$ cat src/design/led_pkg.sv
package led_pkg;

  ////////////////////////////////////////////////////////////////////////////
  // timing
  localparam int CLK_HZ = 100_000_000;
  localparam int TICK_MS = 10;
  localparam int TICK_CYCLES = CLK_HZ / 1000 * TICK_MS;
  localparam int TICK_W = 20;
  localparam int CNT_W = 5;
  localparam int CYC_HALF_TICKS = 25;
  localparam int NONCYC_STEP_TICKS = 10;
  localparam int SETTLE_TICKS = 20;
  localparam logic [15:0] NONCYC_PATTERN = 16'hE4A8;

  ////////////////////////////////////////////////////////////////////////////
  // register map
  localparam logic [7:0] ADDR_CTRL = 8'h00;
  localparam logic [7:0] ADDR_STATE = 8'h04;
  localparam logic [7:0] ADDR_IRQ_STATUS = 8'h08;
  localparam logic [7:0] ADDR_IRQ_MASK = 8'h0C;
  localparam int CTRL_EN_BIT = 0;
  localparam int CTRL_SETTLE_BIT = 1;
  localparam logic [1:0] CTRL_RESET = 2'h3;
  localparam int EV_W = 5;
  localparam int EV_FAIL = 0;
  localparam int EV_CFGERR = 1;
  localparam int EV_BUSERR = 2;
  localparam int EV_COMM = 3;
  localparam int EV_MODE = 4;
  localparam logic [EV_W-1:0] IRQ_MASK_RESET = 5'h00;
  localparam int ST_LED_LSB = 0;
  localparam int ST_STATE_LSB = 4;
  localparam int ST_CFG_BIT = 9;
  localparam int ST_MASTER_BIT = 10;

  ////////////////////////////////////////////////////////////////////////////
  // ready state machine
  typedef enum logic [4:0] {
    RS_SELFTEST = 5'h01,
    RS_READY = 5'h02,
    RS_BOOT = 5'h04,
    RS_FAILED = 5'h08,
    RS_DEFECT = 5'h10
  } ready_state_t;

  function automatic logic cnt_hit(input logic [CNT_W-1:0] c, input int lim);
    return c == CNT_W'(lim - 1);
  endfunction : cnt_hit

endpackage : led_pkg

$ cat src/design/fieldbus_coupler_status_leds.sv
`timescale 1ns/1ns
module fieldbus_coupler_status_leds
  import led_pkg::*;
#(
  parameter int TICK_CYCLES_P = TICK_CYCLES
)
(
  input wire logic i_ref_clk,
  input wire logic i_reset_n,
  input wire logic i_wb_cyc,
  input wire logic i_wb_stb,
  input wire logic i_wb_we,
  input wire logic [7:0] i_wb_adr,
  input wire logic [31:0] i_wb_dat,
  input wire logic [3:0] i_wb_sel,
  output logic [31:0] o_wb_dat,
  output logic o_wb_ack,
  input wire logic i_selftest_done,
  input wire logic i_selftest_pass,
  input wire logic i_hw_defect,
  input wire logic i_boot_active,
  input wire logic i_sys_error,
  input wire logic i_cfg_received,
  input wire logic i_mode_set,
  input wire logic i_param_error,
  input wire logic i_cfg_error,
  input wire logic i_comm_ready,
  input wire logic i_comm_active,
  input wire logic i_bus_error,
  input wire logic i_master_mode,
  input wire logic i_io_exchange,
  input wire logic i_token_held,
  output logic o_led_ready,
  output logic o_led_run,
  output logic o_led_status,
  output logic o_led_error,
  output logic o_irq
);

  ////////////////////////////////////////////////////////////////////////////
  // flash sources
  logic tick;
  logic cyc_flash;
  logic nc_flash;

  flash_gen #(
    .TICK_CYCLES_P(TICK_CYCLES_P)
  ) u_flash (
    .i_ref_clk(i_ref_clk),
    .i_reset_n(i_reset_n),
    .o_tick(tick),
    .o_cyclic(cyc_flash),
    .o_noncyclic(nc_flash)
  );

  ////////////////////////////////////////////////////////////////////////////
  // ready state machine
  ready_state_t state;
  ready_state_t next_state;

  always_comb
  begin
    next_state = state;
    case (state)
      RS_SELFTEST:
      begin
        if (i_hw_defect)
          next_state = RS_DEFECT;
        else if (i_selftest_done && !i_selftest_pass)
          next_state = RS_FAILED;
        else if (i_selftest_done)
          next_state = i_boot_active ? RS_BOOT : RS_READY;
      end
      RS_READY:
      begin
        if (i_hw_defect)
          next_state = RS_DEFECT;
        else if (i_sys_error)
          next_state = RS_FAILED;
        else if (i_boot_active)
          next_state = RS_BOOT;
      end
      RS_BOOT:
      begin
        if (i_hw_defect)
          next_state = RS_DEFECT;
        else if (!i_boot_active)
          next_state = RS_READY;
      end
      RS_FAILED:
      begin
        // initialization stays halted until reset
        if (i_hw_defect)
          next_state = RS_DEFECT;
      end
      RS_DEFECT:
      begin
        next_state = RS_DEFECT;
      end
      default:
      begin
        next_state = RS_SELFTEST;
      end
    endcase
  end

  always_ff @(posedge i_ref_clk or negedge i_reset_n)
  begin
    if (!i_reset_n)
      state <= RS_SELFTEST;
    else
      state <= next_state;
  end

  ////////////////////////////////////////////////////////////////////////////
  // indicator selection
  logic [1:0] ctrl;
  logic [CNT_W-1:0] settle_cnt;
  logic mode_q;
  wire led_en = ctrl[CTRL_EN_BIT];
  wire settle_active = settle_cnt != '0;
  wire init_ok = state == RS_READY;
  wire configured = init_ok && i_cfg_received && i_mode_set;
  wire cfg_fault = init_ok && (i_param_error || i_cfg_error);
  wire ready_raw = (state == RS_READY) ? 1'b1 :
                   (state == RS_BOOT) ? cyc_flash :
                   (state == RS_FAILED) ? nc_flash : 1'b0;
  wire run_raw = !init_ok ? 1'b0 :
                 cfg_fault ? nc_flash :
                 !configured ? 1'b0 :
                 i_comm_active ? 1'b1 :
                 i_comm_ready ? cyc_flash : 1'b0;
  wire status_raw = configured && (i_master_mode ? i_token_held : i_io_exchange);
  wire error_raw = i_bus_error;
  wire ready_entry = next_state == RS_READY && state != RS_READY;
  wire mode_chg = init_ok && (mode_q != i_master_mode);
  wire settle_trig = ctrl[CTRL_SETTLE_BIT] && (ready_entry || mode_chg);

  // brief all-on lamp window while the coupler settles
  always_ff @(posedge i_ref_clk or negedge i_reset_n)
  begin
    if (!i_reset_n)
    begin
      settle_cnt <= '0;
      mode_q <= 1'b0;
    end
    else
    begin
      mode_q <= i_master_mode;
      if (settle_trig)
        settle_cnt <= CNT_W'(SETTLE_TICKS);
      else if (tick && settle_active)
        settle_cnt <= settle_cnt - 1'b1;
    end
  end

  always_ff @(posedge i_ref_clk or negedge i_reset_n)
  begin
    if (!i_reset_n)
    begin
      o_led_ready <= 1'b0;
      o_led_run <= 1'b0;
      o_led_status <= 1'b0;
      o_led_error <= 1'b0;
    end
    else
    begin
      o_led_ready <= led_en && (settle_active || ready_raw);
      o_led_run <= led_en && (settle_active || run_raw);
      o_led_status <= led_en && (settle_active || status_raw);
      o_led_error <= led_en && (settle_active || error_raw);
    end
  end

  ////////////////////////////////////////////////////////////////////////////
  // events and interrupt
  logic cfg_fault_q;
  logic bus_err_q;
  logic comm_q;
  logic [EV_W-1:0] irq_status;
  logic [EV_W-1:0] irq_mask;
  logic [EV_W-1:0] ev;

  always_comb
  begin
    ev = '0;
    ev[EV_FAIL] = next_state == RS_FAILED && state != RS_FAILED;
    ev[EV_CFGERR] = cfg_fault && !cfg_fault_q;
    ev[EV_BUSERR] = i_bus_error && !bus_err_q;
    ev[EV_COMM] = i_comm_active && !comm_q;
    ev[EV_MODE] = mode_chg;
  end

  ////////////////////////////////////////////////////////////////////////////
  // wishbone slave
  wire req = i_wb_cyc && i_wb_stb && !o_wb_ack;
  // a write lands on the edge at which the master samples ack
  wire wr = i_wb_cyc && i_wb_stb && o_wb_ack && i_wb_we && i_wb_sel[0];
  wire hit_ctrl = i_wb_adr == ADDR_CTRL;
  wire hit_state = i_wb_adr == ADDR_STATE;
  wire hit_stat = i_wb_adr == ADDR_IRQ_STATUS;
  wire hit_mask = i_wb_adr == ADDR_IRQ_MASK;
  wire [EV_W-1:0] irq_clr = (wr && hit_stat) ? i_wb_dat[EV_W-1:0] : '0;
  wire [31:0] state_word = {21'h000000, i_master_mode, configured, state,
                            o_led_error, o_led_status, o_led_run, o_led_ready};
  wire [31:0] rd_mux = hit_ctrl ? {30'h00000000, ctrl} :
                       hit_state ? state_word :
                       hit_stat ? {27'h0000000, irq_status} :
                       hit_mask ? {27'h0000000, irq_mask} : 32'h00000000;

  assign o_irq = |(irq_status & irq_mask);

  always_ff @(posedge i_ref_clk or negedge i_reset_n)
  begin
    if (!i_reset_n)
    begin
      cfg_fault_q <= 1'b0;
      bus_err_q <= 1'b0;
      comm_q <= 1'b0;
      irq_status <= '0;
    end
    else
    begin
      cfg_fault_q <= cfg_fault;
      bus_err_q <= i_bus_error;
      comm_q <= i_comm_active;
      // a new event wins over a simultaneous clear
      irq_status <= (irq_status & ~irq_clr) | ev;
    end
  end

  always_ff @(posedge i_ref_clk or negedge i_reset_n)
  begin
    if (!i_reset_n)
    begin
      ctrl <= CTRL_RESET;
      irq_mask <= IRQ_MASK_RESET;
      o_wb_ack <= 1'b0;
      o_wb_dat <= 32'h00000000;
    end
    else
    begin
      o_wb_ack <= req;
      if (req)
        o_wb_dat <= rd_mux;
      if (wr && hit_ctrl)
        ctrl <= i_wb_dat[1:0];
      if (wr && hit_mask)
        irq_mask <= i_wb_dat[EV_W-1:0];
    end
  end

  wire quiet = led_en && !settle_active;
endmodule : fieldbus_coupler_status_leds

$ cat src/design/flash_gen.sv
`timescale 1ns/1ns
module flash_gen
  import led_pkg::*;
#(
  parameter int TICK_CYCLES_P = TICK_CYCLES
)
(
  input wire logic i_ref_clk,
  input wire logic i_reset_n,
  output logic o_tick,
  output logic o_cyclic,
  output logic o_noncyclic
);

  logic [TICK_W-1:0] pre;
  logic [CNT_W-1:0] cyc_cnt;
  logic [CNT_W-1:0] step_cnt;
  logic [3:0] pat_idx;
  wire tick = pre == TICK_W'(TICK_CYCLES_P - 1);
  wire cyc_wrap = tick && cnt_hit(cyc_cnt, CYC_HALF_TICKS);
  wire step_wrap = tick && cnt_hit(step_cnt, NONCYC_STEP_TICKS);

  assign o_tick = tick;

  always_ff @(posedge i_ref_clk or negedge i_reset_n)
  begin
    if (!i_reset_n)
    begin
      pre <= '0;
    end
    else
    begin
      pre <= tick ? '0 : pre + 1'b1;
    end
  end

  // fixed half period gives a regular blink
  always_ff @(posedge i_ref_clk or negedge i_reset_n)
  begin
    if (!i_reset_n)
    begin
      cyc_cnt <= '0;
      o_cyclic <= 1'b0;
    end
    else if (tick)
    begin
      cyc_cnt <= cyc_wrap ? '0 : cyc_cnt + 1'b1;
      o_cyclic <= cyc_wrap ? ~o_cyclic : o_cyclic;
    end
  end

  // irregular pattern, distinct from the regular blink
  always_ff @(posedge i_ref_clk or negedge i_reset_n)
  begin
    if (!i_reset_n)
    begin
      step_cnt <= '0;
      pat_idx <= '0;
      o_noncyclic <= 1'b0;
    end
    else if (tick)
    begin
      step_cnt <= step_wrap ? '0 : step_cnt + 1'b1;
      pat_idx <= step_wrap ? pat_idx + 1'b1 : pat_idx;
      o_noncyclic <= NONCYC_PATTERN[pat_idx];
    end
  end
endmodule : flash_gen

$ cat config.mk
export PLATFORM = sky130hd
export DESIGN_NAME = fieldbus_coupler_status_leds
export DESIGN_NICKNAME = d
export VERILOG_FILES = /design/src/design/led_pkg.sv /design/src/design/fieldbus_coupler_status_leds.sv /design/src/design/flash_gen.sv
export SDC_FILE = /design/constraint.sdc
export NUM_CORES = 1
export LEC_CHECK = 0
export BUFFER_PORTS_ARGS = -buffer_cell sky130_fd_sc_hd__buf_2
export CAP_MARGIN = 40
export CORE_ASPECT_RATIO = 1.25
export CORE_MARGIN = 3
export CORE_UTILIZATION = 34
export CTS_CLUSTER_DIAMETER = 60
export DETAILED_ROUTE_END_ITERATION = 8
export PLACE_DENSITY = 0.54
export SETUP_SLACK_MARGIN = 0.2
export SLEW_MARGIN = 10
export SYNTH_ARGS = -nofsm -noshare
export SYNTH_HDL_FRONTEND = slang
export SYNTH_SLANG_ARGS = --single-unit
$ cat constraint.sdc
create_clock -name i_ref_clk -period 2.5 [get_ports i_ref_clk]
set_clock_uncertainty 0.05 [all_clocks]
set_input_delay 0.375 -clock i_ref_clk [delete_from_list [all_inputs] [get_ports i_ref_clk]]
set_output_delay 0.375 -clock i_ref_clk [all_outputs]
set_load 0.005 [all_outputs]
==> flow_results.org, run 1 <==
** Global route
- Grt ovf :: 0
- Maximum number of pins on one net before global-route repair :: 57
- Overall routing resource usage :: 13.9%
- Number of antenna violations at the first check in global routing :: 0
- The first global-routing pass estimated 15300 um of wire.
- Number of global-route vias before repair :: 3158

** Clock tree
- Worst skew pair latency :: 0.34 ns
- The clock passes through at most 2 buffers.
- Clock-pin transition on the worst setup and hold timing paths :: 0.06 ns
- The cell sitting at the root of the clock tree is a sky130_fd_sc_hd__clkbuf_16.
- Number of H-tree levels :: 3
- Clock tree from TritonCTS :: yes
- In this run the post-CTS setup repair buffer count came out at 0.
- Cts bufs inserted :: 9
- Sinks on the clock net :: 78

** Yosys
- Post-Syn Instances :: 399
- Most instantiated library cell after synthesis :: sky130_fd_sc_hd__dfrtp_1
- Multiplexer cells account for about 4.8% of the synthesized area.
- The synthesized design contains 0 enable-type register cells.
- Adder and majority cell fraction of the synthesized area :: between 2 and 2.5%
- Summing the sequential cell areas from Yosys gives 46.8% of the chip area.
- After synthesis, the largest area contributor takes up 44.9% of total cell area.
- Asr flop ratio synth :: 100%
- The synthesized netlist devotes 14.0% of its cell area to compound gates.
- The Yosys step of the flow raised 0 warnings.
- After Yosys synthesis, XOR and XNOR cells account for 4.37% of the synthesized area.
- Mapped Area :: 4180 um^2
- Ranked by total cell area, the synthesized netlist is headed by sky130_fd_sc_hd__dfrtp_1, sky130_fd_sc_hd__buf_4, sky130_fd_sc_hd__ha_1.
- Main combinational cell family by area after synthesis :: simple AND/OR/NAND/NOR gates
- After synthesis, the most frequently instantiated cells are sky130_fd_sc_hd__dfrtp_1, sky130_fd_sc_hd__buf_4, sky130_fd_sc_hd__nand2_1, sky130_fd_sc_hd__nand3_1, sky130_fd_sc_hd__nor2_1.
- Library cells used by synthesis :: 70
- Of the total synthesized cell area, the portion taken by AND, OR, NAND and NOR gates is around a fifth.
- In the synthesized netlist the dominant register cell turns out to be sky130_fd_sc_hd__dfrtp_1.
- The biggest area contributor in the post-synthesis netlist is sky130_fd_sc_hd__dfrtp_1.
- The average instance in the mapped netlist occupies about 10 um^2.
- Count of state elements after synthesis :: 78

** Routing
- Vias :: 3174
- The first TritonRoute pass finished after 4 iterations.
- Once detail routing completed, the nets flagged for antenna violations numbered 0.
- Vias per cell :: 5.15
- Wire length per cell :: approximately 15 um
- Iteration-0 DRC Markers :: slightly below 200
- DRC Markers :: 0
- The routed design has 9100 um of wire.

** Hold path
- Cell depth of the worst hold path :: 1
- The worst hold path terminates at comm_q$_DFF_PN0_.
- Path type of the worst min-delay path :: primary input to flop
- Hold wc startpoint :: i_comm_active

** Cells and area
- The repair_antennas step left the layout with diodes totalling 0.
- Once layout is complete, the cells apart from fillers number 616.
- After routing the design area is between 4000 and 5000 um^2.
- Relative to the synthesized area, the layout overhead comes to 16.5%.
- Number of nets in the final layout :: ~520
- Share of cells above drive strength 1 :: 20.9%

** Placed design
- Buffers placed on the I/O ports in this run total 50.
- Placed Cells incl. Taps :: 599
- The congestion estimate from routability-driven global placement came to 0.806.
- The wire-length estimate of the detail-placed layout is 6490 um.
- Summing all placed instances gives a cell area of about 4600 um^2.

** Critical path
- Register-to-register path setup slack :: between 0.3 and 0.4 ns
- STA puts the critical path data arrival time at 2.29 ns.
- CP Class :: flop to flop
- Slowest-stage cell, CP :: sky130_fd_sc_hd__and4_1
- The worst setup path is launched from a flop.
- Cell Chain, Critical Path :: nor4_4 > and4_1 > and3_1 > mux2_1
- Data on the critical path is required at its endpoint by 2.67 ns.
- Broken down by cell family, the worst path's largest delay share belongs to simple AND/OR/NAND/NOR gates.
- In this run the critical register-to-register path is launched from u_flash.pre[7]$_DFF_PN0_.
- Cells on worst reg2reg path :: 4
- The endpoint identified for the worst register-to-register timing path is u_flash.pat_idx[1]$_DFFE_PN0P_.
- Setup crit end kind :: flop
- Along the worst path, the maximum fanout reaches 9.
- The largest single stage delay on the critical path is 0.50 ns.
- Critical path buffer and inverter count :: 0

** Timing
- Share of the clock period used by the worst path :: 85.1%
- Transition time at the pin with the least slew margin :: ~0.67 ns
- Static timing analysis puts the maximum clock frequency at between 0.4 and 0.5 GHz.
- Final worst path period need :: between 2 and 2.5 ns
- Final sum of negative setup slack :: 0 ns
- The count of final max-slew check failures is 0.
- Setup repair after global routing left no endpoint under its margin.
- The number of endpoints with negative hold slack in the final report is 0.
- The tightest hold path in the finished design has a slack of ~0.13 ns.
- Setup violations remaining at the end of the flow were counted as 0.
- Worst max-slew margin expressed relative to the limit :: 55.1%

** Die
- The core region is 11800 um^2.
- Once the floorplan was initialized, standard cells occupied 35.3% of the core.
- The die is 105 um wide.
- In this run the count of I/O pins placed on the die edge is 102.
- The floorplan has between 40 and 50 rows.
- The die covers 13700 um^2.
- The die is between 100 and 150 um tall.

** Power
- In this run the power density over the cells is 632 nW/um^2.
- Leakage :: 0.00225 uW
- Maximum ir drop on the vdd rail :: between 0.0002 and 0.0003 V

** Outcome
- Run status :: finished, final reports clean

** Run
- Max-cap violation count :: 0
cells in the final DEF (no fill, tap or decap), drive strengths merged, types with 10 or more instances in the layout:
| cell type | instances |
|---|---|
| nand3 | 21 |
| inv | 15 |
| buf | 59 |
| conb | 21 |
| xnor2 | 11 |
| a21oi | 11 |
| nor2 | 18 |
| nand4 | 10 |
| mux2 | 12 |
| o21ai | 20 |
| clkbuf | 11 |
| nor2b | 10 |
| nand2 | 23 |
| dfrtp | 75 |
kinds of logic after synthesis:
| logic type | after synthesis |
|---|---|
| buffers and inverters | 55 |
| other | 1 |
| adders and majority gates | 8 |
| and+or+nand+nor | 139 |
| DFF | 78 |
| muxes | 16 |
| xor gates and xnor gates | 20 |
| AOI/OAI and AO/OA | 82 |
repair_timing:
action | 4_1_cts | 5_1_grt
hold buffers | 1 | 0
gates resized for setup | 0 | 0
hold endpoints to repair | 22 | 0
final cells by class:
class | instances | area (um^2)
Sequential cell | 78 | 1960
Inverter | 15 | 56.3
Clock inverter | 5 | 75.1
Timing Repair Buffer | 60 | 343
Clock buffer | 11 | 233
Tap cell | 161 | 201
Fill cell | 1167 | 6970
Multi-Input combinational cell | 286 | 2010
per-stage QoR:
stage | total power [uW] | worst slack (ns) | util (%)
after floorplan | 1620 | 0.690 | -
after global placement | 1720 | 0.427 | 38.5
after detailed placement | 1730 | 0.371 | 38.5
after CTS | 3110 | 0.353 | 41.1
after global routing | 3210 | 0.283 | 41.1
final | 3080 | 0.372 | 41.1
sequential cells by signal, indices dropped and copies added (netlist names), 4 cells and up:
signal / flops
irq_mask: 5
irq_status: 5
o_wb_dat: 11
settle_cnt: 5
state: 5
u_flash.cyc_cnt: 5
u_flash.pat_idx: 4
u_flash.pre: 20
u_flash.step_cnt: 5
how the worst max path moves through the flow:
stage,slack [ns],startpoint,end,cells after the start
floorplan,0.69,u_flash.pre[7]$_DFF_PN0_,u_flash.pat_idx[1]$_DFFE_PN0P_,5
global placement,0.43,u_flash.pre[7]$_DFF_PN0_,u_flash.pat_idx[1]$_DFFE_PN0P_,4
detailed placement,0.37,u_flash.pre[7]$_DFF_PN0_,u_flash.pat_idx[1]$_DFFE_PN0P_,4
CTS,0.35,u_flash.pre[7]$_DFF_PN0_,u_flash.pat_idx[1]$_DFFE_PN0P_,4
global route,0.28,u_flash.pre[7]$_DFF_PN0_,u_flash.pat_idx[1]$_DFFE_PN0P_,4
finish,0.37,u_flash.pre[7]$_DFF_PN0_,u_flash.pat_idx[1]$_DFFE_PN0P_,4
report_power, final:
group / switching [uW] / internal [uW]
registers: 54.4 / 1310
logic: 186 / 146
clock network: 507 / 870
total: 748 / 2330
layer usage:
layer / vias up / GRT usage [%] / routed length (um)
li1: 1537 / - / -
met1: 1553 / 17.2 / 4080
met2: 70 / 24.0 / 4520
met3: 14 / 2.18 / 309
met4: 0 / 6.56 / 184
met5: - / 0 / 0
Note: power is estimated with default switching activity, not from simulation.
==> run 2, diff against run 1 <==
--- a/config.mk
+++ b/config.mk
@@ -7,12 +7,14 @@
 export LEC_CHECK = 0
 export BUFFER_PORTS_ARGS = -buffer_cell sky130_fd_sc_hd__buf_2
 export CAP_MARGIN = 40
+export CELL_PAD_IN_SITES_DETAIL_PLACEMENT = 1
+export CELL_PAD_IN_SITES_GLOBAL_PLACEMENT = 2
 export CORE_ASPECT_RATIO = 1.25
 export CORE_MARGIN = 3
-export CORE_UTILIZATION = 34
+export CORE_UTILIZATION = 33
 export CTS_CLUSTER_DIAMETER = 60
 export DETAILED_ROUTE_END_ITERATION = 8
-export PLACE_DENSITY = 0.54
+export PLACE_DENSITY = 0.78
 export SETUP_SLACK_MARGIN = 0.2
 export SLEW_MARGIN = 10
 export SYNTH_ARGS = -nofsm -noshare
==> run 2 against run 1 <==
Against the previous run: flip-flop and latch count is the same; non-clock buffer count is 1 higher; cell count is 0.65% higher; combinational power about the same; fmax is 0.51% lower; global-route usage up 1.0 points; routed wire length grew 11%; via count grew 1.3%; worst setup slack got worse by 0.011 ns; critical endpoint unchanged.
==> flow_results.org, run 2 (synthesis results as in run 1) <==
** Clock tree
- Worst skew pair latency :: 0.33 ns (about the same)
- Sinks on the clock net :: 78 (unchanged)
- Count of buffers added by post-CTS timing repair for setup :: 0 (unchanged)
- The clock-pin slew on the worst setup and hold paths came to 0.06 ns (about the same).
- CTS placed an instance of sky130_fd_sc_hd__clkbuf_16 at the clock tree root.
- Number of H-tree levels :: 3 (unchanged)
- TritonCTS built the clock tree.
- Longest Clk Path Bufs :: 2 (unchanged)
- Cts bufs inserted :: 9 (unchanged)

** Die
- The number of core rows came to 45 (+2.3%).
- Die area :: 14100 um^2 (+2.9%)
- The floorplan core area came to 12300 um^2 (+3.7%).
- The initial standard-cell utilization of the core was 34.0% (-1.3 points).
- Die width :: 107 um (+1.4%)
- Die height :: 132 um (+1.4%)
- Number of placed I/O pins :: 102 (unchanged)

** Cells and area
- Compared with the post-synthesis result, the final layout area differs by 17.7%.
- The flip-flop count of the largest register after layout came to 20 (unchanged).
- Storage element area :: 1960 um^2 (unchanged)
- In the layout the commonest cells are sky130_fd_sc_hd__dfrtp_1, sky130_fd_sc_hd__buf_2, sky130_fd_sc_hd__nand2_1.
- Register with the most flip-flops :: u_flash.pre
- # fillers :: 1424 (+22%)
- End-of-flow core utilization :: 40.1% (-1.1 points)
- Area taken by multi-input logic gates :: 2010 um^2 (unchanged)
- Share of cells above drive strength 1 :: 21.5% (+0.61 points)
- Largest registers in the final layout :: u_flash.pre x20, o_wb_dat x11
- The final design area excluding fillers is 4920 um^2 (+1.0%).
- Number of nets in the final layout :: 523 (+0.19%)
- Inserted Diodes :: 0 (unchanged)
- Leading cell type in the layout, fill and taps excluded :: sky130_fd_sc_hd__dfrtp_1

** Global route
- The combined global-route utilization of all metal layers is 14.9% (+1.0 points).
- Number of antenna violations at the first check in global routing :: 0 (unchanged)
- The wire length of the first global-routing pass was 16900 um (+10%).
- The maximum number of pins on one net before global-route repair came to 44 (-23%).
- Grt ovf :: 0 (unchanged)
- Number of global-route vias before repair :: 3446 (+9.1%)

** Routing
- Number of antenna-violating nets in the routed design :: 0 (unchanged)
- The average via count per standard cell was 5.19 (+0.64%).
- The final wirelength is 10100 um (+11%).
- Wire length per cell :: 16.2 um (+9.9%)
- DRC Markers :: 0 (unchanged)
- The number of design-rule violations left by the first detailed-router iteration came to 110 (-43%).
- The length of the first detailed-routing pass in iterations came to 4 (unchanged).
- Vias :: 3215 (+1.3%)

** Placed design
- The cell area after placement was 4560 um^2 (+0.25%).
- The count of input and output buffers came to 50 (unchanged).
- The final RePlAce weighted congestion is 0.775 (-3.8%).
- Post-DP HPWL :: 7400 um (+14%)

** Power
- Maximum ir drop on the vdd rail :: 0.000334 V (+17%)
- The leakage power is 0.00226 uW (+0.47%).
- Pwr dens :: 655 nW/um^2 (+3.6%)

** Timing
- Final sum of negative setup slack :: 0 ns (unchanged)
- Setup repair after global routing left no endpoint under its margin.
- The relative slew slack came to 53.8% (-1.3 points).
- The actual slew at the worst max-slew pin was 0.687 ns (+0.0200 ns).
- Max-slew violations :: 0 (unchanged)
- Share of the clock period used by the worst path :: 85.6% (+0.44 points)
- Maximum frequency from static timing analysis :: 0.468 GHz (-0.51%)
- The number of endpoints with negative hold slack in the final report was 0 (unchanged).
- The final critical delay including setup and external delays was 2.14 ns (+0.0109 ns).
- Final setup violation count :: 0 (unchanged)

** Critical path
- Worst path required time :: 2.66 ns (about the same)
- The data arrival at the endpoint of the critical path came to 2.30 ns (about the same).
- Startpoint type of the worst setup path :: flop
- Startpoint of the most critical register-to-register path :: u_flash.pre[7]$_DFF_PN0_
- The worst-case register-to-register setup slack is 0.36 ns (about the same).
- The worst setup path is of the flop to flop kind.
- Cells on worst reg2reg path :: 4 (unchanged)
- The worst setup path is captured at a flop.
- The highest fanout seen on the critical path came to 9 (unchanged).
- In this run the critical register-to-register path is captured at u_flash.pat_idx[1]$_DFFE_PN0P_.

** Hold path
- The cell depth of the worst hold path came to 1 (unchanged).
- Path type of the worst min-delay path :: primary input to flop
- Hold wc startpoint :: i_bus_error
- The worst hold path terminates at bus_err_q$_DFF_PN0_.

** Outcome
- The flow ran to the end, and the final reports show no timing, DRC or antenna violations.

** Run
- Max-cap violation count :: 0 (unchanged)
-- run 2: cell types whose count changed in the layout (fill, tap and decap cells not counted) --
cell / delta
sky130_fd_sc_hd__clkinv_2: -3
sky130_fd_sc_hd__inv_6: +1
sky130_fd_sc_hd__bufinv_16: +1
sky130_fd_sc_hd__buf_4: +1
sky130_fd_sc_hd__clkbuf_1: -2
sky130_fd_sc_hd__clkinvlp_4: +3
-- run 2: power breakdown --
| part | leakage (uW) | internal (uW) | switching (uW) | total, uW |
|---|---|---|---|---|
| clock | 0.000158 | 978 | 535 | 1510 |
| combinational | 0.00108 | 146 | 189 | 335 |
| sequential | 0.00102 | 1310 | 60.4 | 1370 |
| total | 0.00226 | 2440 | 785 | 3220 |
-- run 2: cell type report --
type / instances / share of cell area [%]
clock buffers: 9 / 4.58
clock inverters: 7 / 2.47
inverters: 15 / 1.14
multi-input cells: 286 / 40.8
flip-flops and latches: 78 / 39.8
well taps: 164 / 4.17
repair buffers: 61 / 7.12
-- run 2: worst max path at each step --
stage | end | from | cells past startpoint
3_5_place_dp | u_flash.pat_idx[1]$_DFFE_PN0P_ | u_flash.pre[7]$_DFF_PN0_ | 4
4_1_cts | u_flash.pat_idx[1]$_DFFE_PN0P_ | u_flash.pre[7]$_DFF_PN0_ | 4
5_1_grt | u_flash.pat_idx[1]$_DFFE_PN0P_ | u_flash.pre[7]$_DFF_PN0_ | 4
2_1_floorplan | u_flash.pat_idx[1]$_DFFE_PN0P_ | u_flash.pre[7]$_DFF_PN0_ | 5
3_3_place_gp | u_flash.pat_idx[1]$_DFFE_PN0P_ | u_flash.pre[7]$_DFF_PN0_ | 4
6_report | u_flash.pat_idx[1]$_DFFE_PN0P_ | u_flash.pre[7]$_DFF_PN0_ | 4
-- run 2: metrics by stage --
step	total power, uW	hold WS (ns)	worst slack, ns	cells
detailed placement	1730	0.313	0.362	603
floorplan	1620	0.0294	0.690	419
global route	3380	0.116	0.249	620
global placement	1730	0.316	0.427	603
CTS	3270	0.117	0.338	620
finish	3220	0.128	0.361	620
-- run 2: timing repair --
item / 4_1_cts / 5_1_grt
endpoints found under the hold margin: 33 / 0
hold buffers: 1 / 0
gates resized for setup: 0 / 0
setup endpoints to repair: 0 / 0
-- run 2: worst max-delay path: stages, from the launching register on --
cell	delay (ns)
sky130_fd_sc_hd__dfrtp_1	0.48
sky130_fd_sc_hd__nor4_4	0.40
sky130_fd_sc_hd__and4_1	0.50
sky130_fd_sc_hd__and3_1	0.27
sky130_fd_sc_hd__mux2_1	0.32
-- run 2: per-layer routing --
layer	vias to the layer above	GRT usage, %	share of wire, %
li1	1525	-	-
met1	1625	17.6	43
met2	55	26.8	53
met3	10	2.45	3.1
met4	0	5.76	1.5
met5	-	0	0
